===== config.mk =====
export PLATFORM = sky130hd
export DESIGN_NAME = adcsgs_top
export DESIGN_NICKNAME = d
export VERILOG_FILES = /design/src/hw/adcsgs_pkg.sv /design/src/hw/adcsgs_hold_timer.sv /design/src/hw/adcsgs_top.sv
export SDC_FILE = /design/constraint.sdc
export NUM_CORES = 1
export LEC_CHECK = 0
export BUFFER_PORTS_ARGS = -buffer_cell sky130_fd_sc_hd__buf_2
export CAP_MARGIN = 20
export CORE_ASPECT_RATIO = 0.6
export CORE_MARGIN = 2
export CORE_UTILIZATION = 46
export DETAILED_ROUTE_END_ITERATION = 10
export MAX_ROUTING_LAYER = met4
export PLACE_DENSITY_LB_ADDON = 0.12
export SLEW_MARGIN = 30
export SYNTH_ARGS = -nofsm -noshare
export SYNTH_HDL_FRONTEND = slang
export SYNTH_SLANG_ARGS = --single-unit

===== constraint.sdc =====
create_clock -name pclk -period 7.55 [get_ports pclk]
set_clock_uncertainty 0.05 [all_clocks]
set_input_delay 0.3775 -clock pclk [delete_from_list [all_inputs] [get_ports pclk]]
set_output_delay 0.3775 -clock pclk [all_outputs]
set_load 0.02 [all_outputs]

===== src/hw/adcsgs_pkg.sv =====
// Purpose: shared constants for the converter scan, gain and status control
// Assumes: 100 MHz pclk, byte registers placed one per aligned APB word
// Notes:   register index times four gives the APB byte address
package adcsgs_pkg;

  // ---------------------------------------------------------------------
  // bus and register map
  // ---------------------------------------------------------------------
  localparam int APB_ADDR_W = 12;
  localparam logic [2:0] IDX_RESULT_LOW = 3'h0;
  localparam logic [2:0] IDX_RESULT_HIGH = 3'h1;
  localparam logic [2:0] IDX_SCAN_RANGE = 3'h2;
  localparam logic [2:0] IDX_GAIN_STATUS = 3'h3;
  localparam logic [2:0] IDX_CONTROL = 3'h4;
  localparam logic [2:0] IDX_THRESHOLD = 3'h5;
  localparam logic [2:0] IDX_DEPTH = 3'h6;
  localparam logic [2:0] IDX_PENDING = 3'h7;

  // ---------------------------------------------------------------------
  // field positions
  // ---------------------------------------------------------------------
  localparam int CMD_START_BIT = 7;
  localparam int CMD_FIFO_RST_BIT = 4;
  localparam int REQ_TRANSFER = 3;
  localparam int REQ_TIMER = 2;
  localparam int REQ_DIGITAL = 1;
  localparam int REQ_ANALOG = 0;
  localparam int CTL_C1_SOURCE = 7;
  localparam int CTL_C1_RATE = 6;
  localparam int CTL_C0_RATE = 5;
  localparam int CTL_TRIG_SEL = 4;
  localparam int GS_SCAN_BIT = 2;

  // ---------------------------------------------------------------------
  // reset values
  // ---------------------------------------------------------------------
  localparam logic [7:0] RST_SCAN_RANGE = 8'h00;
  localparam logic [2:0] RST_GAIN_SCAN = 3'h0;
  localparam logic [7:0] RST_CONTROL = 8'h00;
  localparam logic [5:0] RST_THRESHOLD = 6'h00;
  localparam logic [15:0] RST_RESULT = 16'h0000;

  // ---------------------------------------------------------------------
  // sample buffer bookkeeping
  // ---------------------------------------------------------------------
  localparam logic [5:0] FIFO_DEPTH = 6'h30;
  localparam logic [5:0] THRESH_MIN = 6'h01;
  localparam logic [5:0] THRESH_MAX = 6'h30;

  // ---------------------------------------------------------------------
  // timing
  // ---------------------------------------------------------------------
  localparam int CLK_PERIOD_NS = 10;
  localparam int SETTLE_TIME_NS = 10000;
  localparam int DAC_BUSY_TIME_NS = 30000;
  localparam int CONV_TIME_NS = 5000;
  localparam int SETTLE_CYCLES =
    (SETTLE_TIME_NS + CLK_PERIOD_NS - 1) / CLK_PERIOD_NS;
  localparam int DAC_BUSY_CYCLES =
    (DAC_BUSY_TIME_NS + CLK_PERIOD_NS - 1) / CLK_PERIOD_NS;
  localparam int CONV_CYCLES =
    (CONV_TIME_NS + CLK_PERIOD_NS - 1) / CLK_PERIOD_NS;
  localparam int CONV_CNT_W = 10;
  localparam logic [CONV_CNT_W-1:0] CONV_LAST =
    CONV_CNT_W'(CONV_CYCLES - 1);
  // 100 MHz divided by ten per stage: 10 MHz, 1 MHz, 100 kHz
  localparam logic [3:0] DECADE_LAST = 4'h9;

  // conversion sequencer states
  typedef enum logic [0:0] {
    ADCSGS_IDLE = 1'b0,
    ADCSGS_CONVERT = 1'b1
  } adcsgs_state_e;

endpackage : adcsgs_pkg


===== src/hw/adcsgs_hold_timer.sv =====
// Purpose: one-shot flag that stays high a fixed number of cycles
// Assumes: start is a single-cycle pulse on the same clock
// Notes:   a new start reloads the count, so only the last one matters
`timescale 1ns/1ps
module adcsgs_hold_timer #(
  parameter int CYCLES = 1000
) (
  input wire logic pclk,
  input wire logic presetn,
  input wire logic start,
  output logic active
);

  localparam int CNT_W = $clog2(CYCLES + 1);
  localparam logic [CNT_W-1:0] LOAD = CNT_W'(CYCLES);
  localparam logic [CNT_W-1:0] ONE = CNT_W'(1);

  logic [CNT_W-1:0] remain;
  logic [CNT_W-1:0] next_remain;

  // -----------------------------------------------------------------------
  // down counter
  // -----------------------------------------------------------------------
  // reload wins over counting so back-to-back starts extend the window
  assign next_remain = start ? LOAD :
                       (remain != '0) ? remain - ONE : remain;

  // flag high for exactly CYCLES edges after the start pulse
  always_ff @(posedge pclk or negedge presetn) begin
    if (!presetn) begin
      remain <= '0;
      active <= 1'b0;
    end else begin
      remain <= next_remain;
      active <= (next_remain != '0);
    end
  end

endmodule : adcsgs_hold_timer


===== src/hw/adcsgs_top.sv =====
// Purpose: register control of a 16-channel converter, scan and status
// Assumes: APB slave, one byte register per aligned word, 100 MHz pclk
// Notes:   converter analog path, sample storage and counters live outside
//
// Contract
// - result is a 16-bit word, low byte at index 0, high at 1
// - range register holds upper channel bits 7-4, lower bits 3-0
// - writing the range register loads the pointer with lower
// - each conversion advances the pointer, wrapping upper to lower
// - range register reads back the byte last written
// - range or gain write raises settling flag for the interval
// - scan mode converts lower through upper, busy whole scan
// - single mode converts current channel once, then advances
// - two-bit gain code in bits 1-0 selects gain 1, 2, 4, 8
// - status byte: busy, mode, settling, output busy, overflow
// - mode indicator reads 1 single-ended, 0 differential
// - output converter busy held about 30 us after data write
// - storing into a full buffer sets sticky overflow, refuses
// - control bits 3-0 enable transfer, timer, digital, analog
// - no request source exists for analog output activity
// - all enabled sources share one request line
// - command bits are independent one-shot triggers
// - buffer reset sets stored sample count to zero
// - index 7 reads pending requests in bits 7-4
// - analog request when count reaches clamped threshold 1-48
//
// Implementation choice: the APB interface to the registers.
`timescale 1ns/1ps
module adcsgs_top
  import adcsgs_pkg::*;
(
  input wire logic pclk,
  input wire logic presetn,
  input wire logic psel,
  input wire logic penable,
  input wire logic pwrite,
  input wire logic [APB_ADDR_W-1:0] paddr,
  input wire logic [31:0] pwdata,
  output logic [31:0] prdata,
  output logic pready,
  output logic pslverr,
  input wire logic [15:0] conv_sample_data,
  input wire logic counter0_output,
  input wire logic external_trigger_input,
  input wire logic counter1_external_clock,
  input wire logic single_ended_strap,
  input wire logic sample_buffer_pop,
  input wire logic timer_event,
  input wire logic digital_event,
  input wire logic transfer_event,
  output logic conv_start,
  output logic [3:0] conv_channel,
  output logic [1:0] gain_code,
  output logic transfer_enable,
  output logic counter0_clk_tick,
  output logic counter1_clk_tick,
  output logic irq_request
);

  // -----------------------------------------------------------------------
  // state
  // -----------------------------------------------------------------------
  adcsgs_state_e conv_state;
  adcsgs_state_e next_conv_state;
  logic [CONV_CNT_W-1:0] conv_count;
  logic [7:0] scan_range;
  logic [2:0] gain_scan;
  logic [7:0] control;
  logic [5:0] threshold;
  logic [15:0] result_word;
  logic [5:0] depth;
  logic sample_overflow;
  logic [3:0] pending;
  logic [3:0] chan_ptr;
  logic settle_active;
  logic dac_active;
  logic ext_sync1;
  logic ext_sync2;
  logic ext_prev;
  logic counter1_external_clock_sync1;
  logic counter1_external_clock_sync2;
  logic counter1_external_clock_prev;
  logic mode_sync1;
  logic single_ended_indicator;
  logic c0_prev;
  logic [3:0] div_a;
  logic [3:0] div_b;
  logic [3:0] div_c;

  // -----------------------------------------------------------------------
  // bus decode
  // -----------------------------------------------------------------------
  wire access_done = psel & penable & pready;
  wire [2:0] reg_idx = paddr[4:2];
  wire addr_ok = (paddr[APB_ADDR_W-1:5] == '0) & (paddr[1:0] == 2'b00);
  wire wr_en = access_done & pwrite & addr_ok;
  wire [7:0] wbyte = pwdata[7:0];
  wire wr_cmd = wr_en & (reg_idx == IDX_RESULT_LOW);
  wire wr_range = wr_en & (reg_idx == IDX_SCAN_RANGE);
  wire wr_gain = wr_en & (reg_idx == IDX_GAIN_STATUS);
  wire wr_ctl = wr_en & (reg_idx == IDX_CONTROL);
  wire wr_thr = wr_en & (reg_idx == IDX_THRESHOLD);
  // writing index 7 (IDX_PENDING) fires the output converter update
  wire wr_dac = wr_en & (reg_idx == IDX_PENDING);

  wire [3:0] upper_scan_channel = scan_range[7:4];
  wire [3:0] lower_scan_channel = scan_range[3:0];
  wire scan_enable = gain_scan[GS_SCAN_BIT];
  wire analog_irq_enable = control[REQ_ANALOG];
  wire trigger_select = control[CTL_TRIG_SEL];

  // -----------------------------------------------------------------------
  // command strobes
  // -----------------------------------------------------------------------
  // independent one-shots
  wire [3:0] request_clear = wr_cmd ? wbyte[3:0] : 4'h0;
  wire sample_buffer_reset_cmd = wr_cmd & wbyte[CMD_FIFO_RST_BIT];
  wire start_conversion_cmd = wr_cmd & wbyte[CMD_START_BIT]
                              & ~analog_irq_enable;

  wire c0_rise = counter0_output & ~c0_prev;
  wire ext_rise = ext_sync2 & ~ext_prev;
  wire hw_trigger = analog_irq_enable & (trigger_select ? ext_rise : c0_rise);

  // triggers that land while busy are dropped, not queued
  wire conv_idle = (conv_state == ADCSGS_IDLE);
  wire trigger = (start_conversion_cmd | hw_trigger) & conv_idle;
  wire conv_end = (conv_state == ADCSGS_CONVERT) & (conv_count == CONV_LAST);

  // -----------------------------------------------------------------------
  // channel pointer
  // -----------------------------------------------------------------------
  // >= rather than == keeps a misprogrammed range from running past upper
  wire at_upper = (chan_ptr >= upper_scan_channel);
  wire [3:0] ptr_advanced = at_upper ? lower_scan_channel : chan_ptr + 4'h1;
  wire scan_more = conv_end & scan_enable & ~at_upper;
  wire [3:0] first_channel = scan_enable ? lower_scan_channel : chan_ptr;
  wire [3:0] next_ptr = wr_range ? wbyte[3:0] :
                        (trigger & scan_enable) ? lower_scan_channel :
                        conv_end ? ptr_advanced : chan_ptr;

  // -----------------------------------------------------------------------
  // sequencer next state
  // -----------------------------------------------------------------------
  always_comb begin
    next_conv_state = conv_state;
    unique case (conv_state)
      ADCSGS_IDLE: begin
        if (trigger) begin
          next_conv_state = ADCSGS_CONVERT;
        end
      end
      ADCSGS_CONVERT: begin
        if (conv_end && !scan_more) begin
          next_conv_state = ADCSGS_IDLE;
        end
      end
    endcase
  end

  wire step_start = trigger | scan_more;

  // -----------------------------------------------------------------------
  // sample count and requests
  // -----------------------------------------------------------------------
  wire buffer_full = (depth == FIFO_DEPTH);
  wire store_ok = conv_end & ~buffer_full & ~sample_overflow;
  wire overflow_hit = conv_end & (buffer_full | sample_overflow);
  wire pop_ok = sample_buffer_pop & (depth != 6'h00);
  wire [5:0] next_depth = depth + {5'h00, store_ok} - {5'h00, pop_ok};
  wire [5:0] thresh_eff = (threshold == 6'h00) ? THRESH_MIN :
                          (threshold > THRESH_MAX) ? THRESH_MAX : threshold;
  wire analog_hit = store_ok & (next_depth == thresh_eff);
  // only four sources, none for output activity
  wire [3:0] request_set = {transfer_event, timer_event,
                            digital_event, analog_hit} & control[3:0];
  // set beats clear when both land in one cycle
  wire [3:0] next_pending = (pending & ~request_clear) | request_set;

  // -----------------------------------------------------------------------
  // read mux
  // -----------------------------------------------------------------------
  // status layout
  wire [7:0] status_byte = {~conv_idle, single_ended_indicator,
                            settle_active, dac_active, sample_overflow,
                            gain_scan};
  wire [7:0] pending_byte = {pending, chan_ptr};
  wire [7:0] rd_byte =
    !addr_ok ? 8'h00 :
    (reg_idx == IDX_RESULT_LOW) ? result_word[7:0] :
    (reg_idx == IDX_RESULT_HIGH) ? result_word[15:8] :
    (reg_idx == IDX_SCAN_RANGE) ? scan_range :
    (reg_idx == IDX_GAIN_STATUS) ? status_byte :
    (reg_idx == IDX_CONTROL) ? control :
    (reg_idx == IDX_THRESHOLD) ? {2'b00, threshold} :
    (reg_idx == IDX_DEPTH) ? {2'b00, depth} : pending_byte;

  // -----------------------------------------------------------------------
  // apb slave, one wait state
  // -----------------------------------------------------------------------
  // ready is registered so every output leaves a flop; costs one cycle
  always_ff @(posedge pclk or negedge presetn) begin
    if (!presetn) begin
      pready <= 1'b0;
      pslverr <= 1'b0;
      prdata <= 32'h0000_0000;
    end else begin
      pready <= psel & penable & ~pready;
      pslverr <= psel & penable & ~pready & ~addr_ok;
      prdata <= {24'h00_0000, rd_byte};
    end
  end

  // -----------------------------------------------------------------------
  // software registers
  // -----------------------------------------------------------------------
  always_ff @(posedge pclk or negedge presetn) begin
    if (!presetn) begin
      scan_range <= RST_SCAN_RANGE;
      gain_scan <= RST_GAIN_SCAN;
      control <= RST_CONTROL;
      threshold <= RST_THRESHOLD;
    end else begin
      if (wr_range) begin
        scan_range <= wbyte;
      end
      if (wr_gain) begin
        gain_scan <= wbyte[2:0];
      end
      if (wr_ctl) begin
        control <= wbyte;
      end
      if (wr_thr) begin
        threshold <= wbyte[5:0];
      end
    end
  end

  // -----------------------------------------------------------------------
  // sequencer and pointer
  // -----------------------------------------------------------------------
  always_ff @(posedge pclk or negedge presetn) begin
    if (!presetn) begin
      conv_state <= ADCSGS_IDLE;
      conv_count <= '0;
      chan_ptr <= 4'h0;
      conv_start <= 1'b0;
      conv_channel <= 4'h0;
      result_word <= RST_RESULT;
    end else begin
      conv_state <= next_conv_state;
      conv_count <= step_start ? '0 : conv_count + CONV_CNT_W'(1);
      chan_ptr <= next_ptr;
      conv_start <= step_start;
      if (trigger) begin
        conv_channel <= first_channel;
      end else if (scan_more) begin
        conv_channel <= ptr_advanced;
      end
      if (conv_end) begin
        result_word <= conv_sample_data;
      end
    end
  end

  // -----------------------------------------------------------------------
  // sample count, overflow and requests
  // -----------------------------------------------------------------------
  always_ff @(posedge pclk or negedge presetn) begin
    if (!presetn) begin
      depth <= 6'h00;
      sample_overflow <= 1'b0;
      pending <= 4'h0;
      irq_request <= 1'b0;
    end else begin
      depth <= sample_buffer_reset_cmd ? 6'h00 : next_depth;
      sample_overflow <= (sample_overflow & ~sample_buffer_reset_cmd)
                         | overflow_hit;
      pending <= next_pending;
      irq_request <= |(pending & control[3:0]);
    end
  end

  // -----------------------------------------------------------------------
  // pin synchronisers and edge history
  // -----------------------------------------------------------------------
  always_ff @(posedge pclk or negedge presetn) begin
    if (!presetn) begin
      ext_sync1 <= 1'b0;
      ext_sync2 <= 1'b0;
      ext_prev <= 1'b0;
      counter1_external_clock_sync1 <= 1'b0;
      counter1_external_clock_sync2 <= 1'b0;
      counter1_external_clock_prev <= 1'b0;
      mode_sync1 <= 1'b0;
      single_ended_indicator <= 1'b0;
      c0_prev <= 1'b0;
    end else begin
      ext_sync1 <= external_trigger_input;
      ext_sync2 <= ext_sync1;
      ext_prev <= ext_sync2;
      counter1_external_clock_sync1 <= counter1_external_clock;
      counter1_external_clock_sync2 <= counter1_external_clock_sync1;
      counter1_external_clock_prev <= counter1_external_clock_sync2;
      mode_sync1 <= single_ended_strap;
      single_ended_indicator <= mode_sync1;
      c0_prev <= counter0_output;
    end
  end

  // -----------------------------------------------------------------------
  // timebase and counter clock selection
  // -----------------------------------------------------------------------
  wire tick_10m = (div_a == DECADE_LAST);
  wire tick_1m = tick_10m & (div_b == DECADE_LAST);
  wire tick_100k = tick_1m & (div_c == DECADE_LAST);
  wire counter1_external_clock_rise = counter1_external_clock_sync2 & ~counter1_external_clock_prev;
  wire c0_tick = control[CTL_C0_RATE] ? tick_1m : tick_10m;
  wire c1_internal = control[CTL_C1_RATE] ? tick_100k : tick_10m;
  wire c1_tick = control[CTL_C1_SOURCE] ? counter1_external_clock_rise : c1_internal;

  always_ff @(posedge pclk or negedge presetn) begin
    if (!presetn) begin
      div_a <= 4'h0;
      div_b <= 4'h0;
      div_c <= 4'h0;
      counter0_clk_tick <= 1'b0;
      counter1_clk_tick <= 1'b0;
      gain_code <= 2'b00;
      transfer_enable <= 1'b0;
    end else begin
      div_a <= tick_10m ? 4'h0 : div_a + 4'h1;
      if (tick_10m) begin
        div_b <= (div_b == DECADE_LAST) ? 4'h0 : div_b + 4'h1;
      end
      if (tick_1m) begin
        div_c <= (div_c == DECADE_LAST) ? 4'h0 : div_c + 4'h1;
      end
      counter0_clk_tick <= c0_tick;
      counter1_clk_tick <= c1_tick;
      gain_code <= gain_scan[1:0];
      transfer_enable <= control[REQ_TRANSFER];
    end
  end

  // -----------------------------------------------------------------------
  // settling and output converter busy windows
  // -----------------------------------------------------------------------
  // settling window
  adcsgs_hold_timer #(
    .CYCLES(SETTLE_CYCLES)
  ) u_settle (
    .pclk(pclk),
    .presetn(presetn),
    .start(wr_range | wr_gain),
    .active(settle_active)
  );

  adcsgs_hold_timer #(
    .CYCLES(DAC_BUSY_CYCLES)
  ) u_dac_busy (
    .pclk(pclk),
    .presetn(presetn),
    .start(wr_dac),
    .active(dac_active)
  );

endmodule : adcsgs_top

Word level (Yosys, flattened, before mapping)
Index checks and enable logic that the tools add are counted.
Storage, ports and cells
  output and inout bits: 45
  register bits: 133
  bits of input ports: 73
  word-level logic and storage cells: 163
Operators by class
  bitwise gates (word level): 54
  add/sub/neg operators: 9
  mux-type cells: 34
  reductions and logical operators: 14
  order comparisons: 2
  equal/unequal tests: 13
Operator list (count)
  8-bit 2-to-1 mux: 8
  4-bit 2-to-1 mux: 11
  1-bit AND: 33
  10-bit 2-to-1 mux: 3
  12-bit 2-to-1 mux: 2
  12-bit nonzero test: 2
  10-bit nonzero test: 2
  6-bit 2-to-1 mux: 3
  4-bit by 1-bit adder with 4-bit output (second input constant): 4
  4-bit AND: 3
  3-bit == test (second input constant): 4
  4-bit == test (second input constant): 3
  12-bit by 1-bit subtractor with 12-bit output (second input constant): 1
  1-bit inverter: 11
  10-bit by 1-bit adder with 10-bit output (second input constant): 1
  10-bit by 9-bit == test with 1-bit output (second input constant): 1
  10-bit by 1-bit subtractor with 10-bit output (second input constant): 1
  7-bit zero test: 1
  6-bit by 1-bit adder with 6-bit output: 1
  3-bit by 2-bit == test with 1-bit output (second input constant): 2
  6-bit == test: 1
  6-bit == test (second input constant): 1
  6-bit > comparator (second input constant): 1
  6-bit zero test: 1
  16 further kinds: 25

Logic depth before layout (Yosys ltp)
Gate-level depths: netlist of the first run.
  depth in word-level cells: 12
  mapped depth: 17
  gate-level depth less buffers: 14

Cells and area by module
A second synthesis of the first run with hierarchy kept.
Second synthesis, totals
  cells, all modules: 634
  area total of the unflattened synthesis: 6969.2 um^2
By module, submodules not included
  adcsgs_top: area each 5532.8 um^2, sequential area each 2727.6 um^2, cells each 494, times used 1
  adcsgs_hold_timer at u_dac_busy: area each 795.8 um^2, sequential area each 325.3 um^2, cells each 78, times used 1
  adcsgs_hold_timer at u_settle: area each 640.6 um^2, sequential area each 275.3 um^2, cells each 62, times used 1

Worst setup path before layout of the first run
OpenSTA, ideal clock, no wires.
  kind: register to register
  start point: register conv_count[0]
  end point: register pending[0]
  cell stages (with the launch flop): 18
  setup time: 95 ps
  period minus slack after synthesis: 3744 ps
  path slack: 3806 ps
  required time: 7405 ps
  path buffers: 3
  arrival time: 3599 ps
  cell sequence: dfrtp_1 ha_1 nor2b_1 and3_1 buf_2 buf_2 buf_1 nand2_1 ha_1 inv_1 ha_1 inv_1 fa_1 nor2b_1 o31ai_1 xnor3_1 or4b_1 o31ai_1
On the way
  longest elaborated chain between the ends: 10
RTL lines
  from (decl): RTL line adcsgs_top.sv:65  | logic [CONV_CNT_W-1:0] conv_count;
  from (signal assigned): RTL line adcsgs_top.sv:252  | conv_count <= step_start ? '0 : conv_count + CONV_CNT_W'(1);
  10-bit by 9-bit == test with 1-bit output (*): RTL line adcsgs_top.sv:128  | wire conv_end = (conv_state == ADCSGS_CONVERT) & (conv_count == CONV_LAST);
  1-bit AND (*): RTL line adcsgs_top.sv:128
  1-bit AND (*) (2 in a row): RTL line adcsgs_top.sv:167  | wire store_ok = conv_end & ~buffer_full & ~sample_overflow;
  6-bit by 1-bit adder with 6-bit output: RTL line adcsgs_top.sv:170  | wire [5:0] next_depth = depth + {5'h00, store_ok} - {5'h00, pop_ok};
  6-bit by 1-bit subtractor with 6-bit output: RTL line adcsgs_top.sv:170
  6-bit == test: RTL line adcsgs_top.sv:173  | wire analog_hit = store_ok & (next_depth == thresh_eff);
  1-bit AND (*): RTL line adcsgs_top.sv:173
  4-bit AND (*): RTL line adcsgs_top.sv:176  | digital_event, analog_hit} & control[3:0];
  4-bit bitwise OR (*): RTL line adcsgs_top.sv:178  | wire [3:0] next_pending = (pending & ~request_clear) | request_set;
  named net next_pending[0]: RTL line adcsgs_top.sv:178
  to (signal assigned): RTL line adcsgs_top.sv:279  | pending <= next_pending;
  to (decl): RTL line adcsgs_top.sv:73  | logic [3:0] pending;
The timed path passes the listed nets; every way through them passes the cells marked *.
A chain may end at the register's enable or synchronous reset.

Worst setup path in the final report of the first run
Same ends and word-level chain as after synthesis.

==> flow_metrics.tcl, run 1 <==
set metrics [dict create \
    synth_top_area_cell "sky130_fd_sc_hd__dfrtp_1" \
    routed_wire_length_per_instance_um 18.3 \
    fp.dieW_um 166 \
    timing.slew.headroom_pct 41.5 \
    multiInputGateArea_sq_mm 0.00360 \
    die_height_um 101 \
    clockRootBuffer "sky130_fd_sc_hd__clkbuf_16" \
    finalHoldViolations 0 \
    start_util_pct 47.2 \
    finish.net_count 887 \
    crit-reg2reg-launch "conv_count[0]" \
    path_max_fanout 23 \
    grt_pass1_wl_mm 29.8 \
    io_pins 118 \
    synthToLayoutAreaGrowth_pct 14.8 \
    clock_tree_from_tritoncts "done" \
    setup_violations 0 \
    criticalPathCategory "register to register" \
    min_delay_path_depth 1 \
    grt_pass1_vias 5467 \
    setup_total_negative_slack_ps 0 \
    power.ir.vdd_worst_mv 0.265 \
    route.final.wire_length_mm 18.5 \
    area_of_the_placeable_core_sq_mm 0.0154 \
    fmaxAchievable_mhz 261 \
    worst-r2r-setup-slack_ps 3710 \
    power_leakage_nw 3.80 \
    netlist_area_before_placement_sq_mm 0.00727 \
    period_share_pct 50.8 \
    r2r_cells 15 \
    syn-mean-instance-area_sq_um 9.99 \
    grt_start_max_net_pins 82 \
    rows 35 \
    worst-endpoint-required_ps 7820 \
    startpoint "conv_count[0]" \
    yosys-top-cells-area "sky130_fd_sc_hd__dfrtp_1 46%, sky130_fd_sc_hd__nand2_1 4.9%, sky130_fd_sc_hd__mux4_2 3.7%" \
    cts_setup_buffers 0 \
    cts_buffers 17 \
    worst_setup_path_end_kind "register" \
    layout_min_cycle_time_ps 3840 \
    outcome "finished clean" \
    post-route-drc-count 0 \
    leading_cell_types_by_count_after_synthesis "133 x sky130_fd_sc_hd__dfrtp_1, 95 x sky130_fd_sc_hd__nand2_1, 55 x sky130_fd_sc_hd__nor2_1, 40 x sky130_fd_sc_hd__inv_1, 31 x sky130_fd_sc_hd__o21ai_0" \
    place_hpwl_mm 13.6 \
    synth-edff-count 0 \
    async_flop_share_pct 100 \
    antenna_violations_before_repair 0 \
    synth_seq_cells 133 \
    synth.yosys.seq_area_share_pct 45.8 \
    buffer_ports.inserted 69 \
    die_area_sq_mm 0.0169 \
    startpoint_type "register" \
    synthesis.yosys.warnings 0 \
    clk_path_buf_depth 2 \
    r2r-end "pending[0]" \
    cap_violations 0 \
    post_detailed_route_via_to_cell_ratio 5.65 \
    final_layout_size_suffix_gt1_share_pct 18.6 \
    yosysTopAreaCellShare_pct 45.8 \
    worstPathArrival_ps 4110 \
    final-max-slew-violation-count 0 \
    power-per-cell-area_mw_per_mm2 254 \
    utilization_of_the_core_after_routing_pct 54.1 \
    syn_inst_count 728 \
    clock-sinks 133 \
    worst_pin_slew_ps 870 \
    synthMostInstantiatedCell "sky130_fd_sc_hd__dfrtp_1" \
    grt_overflow_total 0 \
    critical_path.endpoint "pending[0]" \
    rsz0062_at_grt "no" \
    yosys.cell_types.count 80 \
    num_antenna_cells 0 \
    seq_area_sq_mm 0.00333 \
    holdCritPathClass "primary input to register" \
    clkTransAtPathRegs_ps 60 \
    dr.pass1.iters 5 \
    clock_insertion_delay_worst_skew_ps 420 \
    gr-usage-all-layers_pct 23.5 \
    initialDrtViolationCount 451 \
    detail-route-antenna-nets 0 \
    n_fill_cell 1387 \
    routabilityCongestion 0.903 \
    postCtsResizedCells 0 \
    synth_top_flop_cell "sky130_fd_sc_hd__dfrtp_1" \
    cts-htree-levels 4 \
    route.vias.total 5714 \
]
-- worst max-delay path, cell delays in order (launching register included) --
cell and delay (ps):
sky130_fd_sc_hd__dfrtp_1 360, sky130_fd_sc_hd__ha_1 230, sky130_fd_sc_hd__nor2b_1 310, sky130_fd_sc_hd__and3_1 200, sky130_fd_sc_hd__buf_4 270, sky130_fd_sc_hd__nand2_1 90
sky130_fd_sc_hd__ha_1 280, sky130_fd_sc_hd__inv_1 40, sky130_fd_sc_hd__ha_1 200, sky130_fd_sc_hd__inv_1 70, sky130_fd_sc_hd__fa_1 190, sky130_fd_sc_hd__nor2b_1 50
sky130_fd_sc_hd__o31ai_1 370, sky130_fd_sc_hd__xnor3_1 300, sky130_fd_sc_hd__or4b_1 520, sky130_fd_sc_hd__o31ai_1 200
-- layout make-up --
| cell class | instances | share of cell area, % |
|---|---|---|
| multi-input combinational | 530 | 43.2 |
| sequential | 133 | 39.9 |
| clock buffer | 20 | 5.35 |
| timing repair buffer | 73 | 4.65 |
| tap | 203 | 3.04 |
| clock inverter | 12 | 2.13 |
| inverter | 40 | 1.80 |
-- registers in the layout, summed over array words and instances (netlist names), 2 cells and up --
signal and flops:
prdata 8, div_b 4, scan_range 8, u_dac_busy.remain 12, conv_count 10, chan_ptr 4
conv_channel 4, threshold 6, pending 4, gain_scan 3, div_c 4, u_settle.remain 10
gain_code 2, div_a 4, control 8, result_word 16, depth 6
-- layer usage --
layer  share of wire, %  vias up  wire length (um)  global-route usage [%]
met5                  0        -                 0                       -
met4                1.2        0               216                    5.70
met3                7.5       24              1390                    5.98
met2                 42      199              7730                    32.4
met1                 50     2814              9200                    34.4
li1                   -     2677                 -                       -
-- kinds of logic after synthesis --
family,Yosys count,synth area share (%)
buffers and inverters,88,6.12
AO/OA/AOI/OAI,121,11.2
XOR/XNOR,28,3.77
other,1,0.0516
adder cells (fa/ha/maj),19,3.37
AND/OR/NAND/NOR,290,20.7
multiplexers,48,9.00
flip-flops,133,45.8
-- report_power, final --
| group | internal [W] | total [W] | switching, W |
|---|---|---|---|
| Combinational | 0.000203 | 0.000432 | 0.000229 |
| Sequential | 0.000755 | 0.000808 | 0.0000537 |
| Clock | 0.000562 | 0.000876 | 0.000314 |
-- stage by stage --
step	cells	worst slack [ps]	hold WS [ps]	instance area, sq um	total power, W
2_1_floorplan	751	3810	31.9	7360	0.00114
3_3_place_gp	978	3820	286	7690	0.00122
3_5_place_dp	978	3760	285	7700	0.00125
4_1_cts	1011	3750	14.1	8330	0.00213
5_1_grt	1011	3330	15.9	8350	0.00222
6_report	1011	3710	19.4	8350	0.00212
-- how the worst min path moves through the flow --
stage,startpoint,end,slack [ps]
6_report,external_trigger_input,ext_sync1,20
5_1_grt,external_trigger_input,ext_sync1,20
4_1_cts,external_trigger_input,ext_sync1,10
3_5_place_dp,ext_sync1,ext_sync2,280
3_3_place_gp,ext_sync1,ext_sync2,290
2_1_floorplan,presetn,c0_prev,30
-- cell usage in the layout (no fill, tap or decap), types with 3 or more instances in the layout --
master / netlist / layout
sky130_fd_sc_hd__dfrtp_1: 133 / 133
sky130_fd_sc_hd__nand2_1: 95 / 95
sky130_fd_sc_hd__buf_2: 8 / 68
sky130_fd_sc_hd__nor2_1: 55 / 55
sky130_fd_sc_hd__inv_1: 40 / 40
sky130_fd_sc_hd__o21ai_0: 31 / 31
sky130_fd_sc_hd__conb_1: 1 / 24
sky130_fd_sc_hd__a21oi_1: 21 / 21
sky130_fd_sc_hd__nor3_1: 21 / 20
sky130_fd_sc_hd__mux2_2: 19 / 19
sky130_fd_sc_hd__nand3_1: 19 / 18
sky130_fd_sc_hd__xnor2_1: 18 / 18
sky130_fd_sc_hd__ha_1: 18 / 18
sky130_fd_sc_hd__mux2i_1: 17 / 17
sky130_fd_sc_hd__clkbuf_16: 0 / 17
sky130_fd_sc_hd__a211oi_1: 12 / 12
sky130_fd_sc_hd__mux4_2: 12 / 12
sky130_fd_sc_hd__nor2b_1: 11 / 11
sky130_fd_sc_hd__and2_1: 10 / 10
sky130_fd_sc_hd__nor4_1: 9 / 9
sky130_fd_sc_hd__nand2b_1: 9 / 9
sky130_fd_sc_hd__or3_1: 8 / 8
sky130_fd_sc_hd__xor2_1: 8 / 8
sky130_fd_sc_hd__and3_1: 7 / 7
sky130_fd_sc_hd__nand4_1: 7 / 7
sky130_fd_sc_hd__o31ai_1: 6 / 6
sky130_fd_sc_hd__o211ai_1: 6 / 6
sky130_fd_sc_hd__and4_1: 5 / 5
sky130_fd_sc_hd__nor3b_1: 5 / 5
sky130_fd_sc_hd__o22ai_1: 5 / 5
sky130_fd_sc_hd__or4_1: 4 / 4
sky130_fd_sc_hd__a31oi_1: 4 / 4
sky130_fd_sc_hd__a21o_1: 4 / 4
sky130_fd_sc_hd__clkinvlp_4: 0 / 4
sky130_fd_sc_hd__bufinv_16: 0 / 4
sky130_fd_sc_hd__nor4b_1: 3 / 3
sky130_fd_sc_hd__o21a_1: 3 / 3
sky130_fd_sc_hd__a22o_1: 3 / 3
sky130_fd_sc_hd__a22oi_1: 3 / 3
-- repair_timing --
item,CTS,global route
hold endpoints to repair,52,0
setup endpoints to repair,0,0
hold buffers,1,0
Power figures use the tool's default switching activity.
==> run 2, diff against run 1 <==
- clock period: 7.55 -> 3.52 ns (I/O delays scaled with it)
==> run 2 against run 1 <==
  * Sequential share of layout area decreased by 1.7 points
  * Design area increased by 4.4%
  * Register-to-register slack lost 3500 ps
  * Sequential power up 110%
  * Utilization increased by 2.4 points
  * Total power up 120%
  * Critical path depth down 2
  * Combinational power up 120%
  * Fmax is 17% higher
  * Critical path type unchanged
  * Critical endpoint unchanged
==> flow_metrics.tcl, run 2 (synthesized netlist as in run 1, its figures left out) <==
set metrics [dict create \
    initialDrtViolationCount 551 \
    antenna_violations_before_repair 0 \
    cts-htree-levels 4 \
    n_fill_cell 1333 \
    power.clock.fraction_pct 42.1 \
    setup_total_negative_slack_ps 0 \
    worstPathArrival_ps 3560 \
    final-max-slew-violation-count 0 \
    netSwitchingPower_w 0.00129 \
    final_layout_size_suffix_gt1_share_pct 18.7 \
    register_with_the_most_flip_flops "result_word" \
    post-route-drc-count 0 \
    final_cell_area_sq_mm 0.00871 \
    cap_violations 0 \
    period_share_pct 93.4 \
    post-layout-total-power_w 0.00465 \
    most_frequent_standard_cell_in_the_layout_excluding_fill_and_tap_cells "sky130_fd_sc_hd__dfrtp_1" \
    power.ir.vdd_worst_mv 0.289 \
    num_antenna_cells 0 \
    dr.pass1.iters 5 \
    place_hpwl_mm 13.7 \
    path_max_fanout 6 \
    clkTransAtPathRegs_ps 60 \
    layout_min_cycle_time_ps 3290 \
    detail-route-antenna-nets 0 \
    cts_buffers 17 \
    clock-sinks 133 \
    criticalPathCategory "register to register" \
    p_seq_share_pct 37.1 \
    outcome "finished clean" \
    clock_insertion_delay_worst_skew_ps 420 \
    mostFrequentLayoutCells "133 x sky130_fd_sc_hd__dfrtp_1, 95 x sky130_fd_sc_hd__nand2_1, 68 x sky130_fd_sc_hd__buf_2" \
    post_dp_cell_area_sq_mm 0.00775 \
    rows 35 \
    worst_setup_path_end_kind "register" \
    worst-r2r-setup-slack_ps 230 \
    gr-usage-all-layers_pct 24.5 \
    buffer_ports.inserted 69 \
    finalHoldViolations 0 \
    grt_overflow_total 0 \
    grt_pass1_vias 5800 \
    p_comb_share_pct 20.8 \
    timing.slew.headroom_pct 43.0 \
    fmaxAchievable_mhz 304 \
    worst-endpoint-required_ps 3790 \
    power_leakage_nw 3.97 \
    post_detailed_route_via_to_cell_ratio 5.63 \
    route.final.wire_length_mm 19.1 \
    route.vias.total 5889 \
    routabilityCongestion 0.933 \
    worst_pin_slew_ps 851 \
    die_area_sq_mm 0.0169 \
    routed_wire_length_per_instance_um 18.2 \
    power_switching_share_pct 27.7 \
    clock_tree_from_tritoncts "done" \
    synthToLayoutAreaGrowth_pct 19.8 \
    grt_pass1_wl_mm 31.1 \
    area_of_the_placeable_core_sq_mm 0.0154 \
    layout_top_registers "result_word: 16 flops, u_dac_busy.remain: 12 flops" \
    finish.net_count 922 \
    clockRootBuffer "sky130_fd_sc_hd__clkbuf_16" \
    start_util_pct 47.2 \
    setup_violations 0 \
    largest_register_ff_count 16 \
    post-place-ws_ps 179 \
    rsz0062_at_grt "no" \
    fp.dieW_um 166 \
    startpoint_type "register" \
    holdCritPathClass "primary input to register" \
    io_pins 118 \
    clk_path_buf_depth 2 \
    grt_start_max_net_pins 85 \
    die_height_um 101 \
    setup_ws_ps 233 \
    power_report.internal_total_w 0.00336 \
    power-per-cell-area_mw_per_mm2 534 \
]
==> run 2: final timing paths <==
check                                    from                      to  cells after the start
worst min register to register     mode_sync1  single_ended_indicator                      0
max in group asynchronous             presetn          result_word[8]                      3
worst max-delay path            conv_count[3]              pending[0]                     13
worst min-delay path                pwdata[7]           scan_range[7]                      3
worst max register to register  conv_count[3]              pending[0]                     13
min in group asynchronous             presetn           conv_count[3]                      2
==> run 2: layout make-up <==
type                    instances  area, sq um  share of cell area, %
inverters                      40          150                   1.72
well taps                     203          254                   2.92
clock inverters                12          200                   2.30
flip-flops and latches        133         3330                   38.2
multi-input cells             530         3620                   41.5
repair buffers                108          717                   8.23
clock buffers                  20          447                   5.13
==> run 2: critical path: stages, from the launching register on <==
cell and delay (ps):
sky130_fd_sc_hd__dfrtp_1 440, sky130_fd_sc_hd__and4bb_2 350, sky130_fd_sc_hd__and3_1 200, sky130_fd_sc_hd__nand2_1 60
sky130_fd_sc_hd__ha_1 270, sky130_fd_sc_hd__inv_1 50, sky130_fd_sc_hd__ha_1 170, sky130_fd_sc_hd__inv_1 60
sky130_fd_sc_hd__fa_1 400, sky130_fd_sc_hd__nor2b_1 160, sky130_fd_sc_hd__o31ai_2 90, sky130_fd_sc_hd__xnor3_1 170
sky130_fd_sc_hd__or4b_1 520, sky130_fd_sc_hd__o31ai_1 190
==> run 2: what timing repair did <==
item | 4_1_cts | 5_1_grt
hold endpoints to repair | 111 | 0
gates resized for setup | 0 | 3
hold buffers | 29 | 0
setup endpoints to repair | 0 | 1
buffers inserted | 0 | 0
==> run 2: power by group through the flow <==
stage	logic, W	registers, W	clock network (W)
2_1_floorplan	0.000741	0.00171	0
3_3_place_gp	0.000890	0.00174	0
6_report	0.000967	0.00173	0.00196
3_5_place_dp	0.000922	0.00175	0
5_1_grt	0.00108	0.00174	0.00206
4_1_cts	0.000955	0.00172	0.00200
==> run 2: stage by stage <==
step	instances	hold WS, ps	util (%)
after floorplan	751	-170	-
after global routing	1046	1.65	56.5
after CTS	1046	4.38	56.4
after global placement	985	234	50.3
after detailed placement	985	242	50.3
final	1046	15.2	56.5
==> run 2: layer usage <==
metal,vias up,part of all wire [%],global-route usage [%]
met5,-,0,-
li1,2751,-,-
met3,16,6.8,6.10
met2,206,42,33.6
met4,0,0.95,5.77
met1,2916,50,36.5
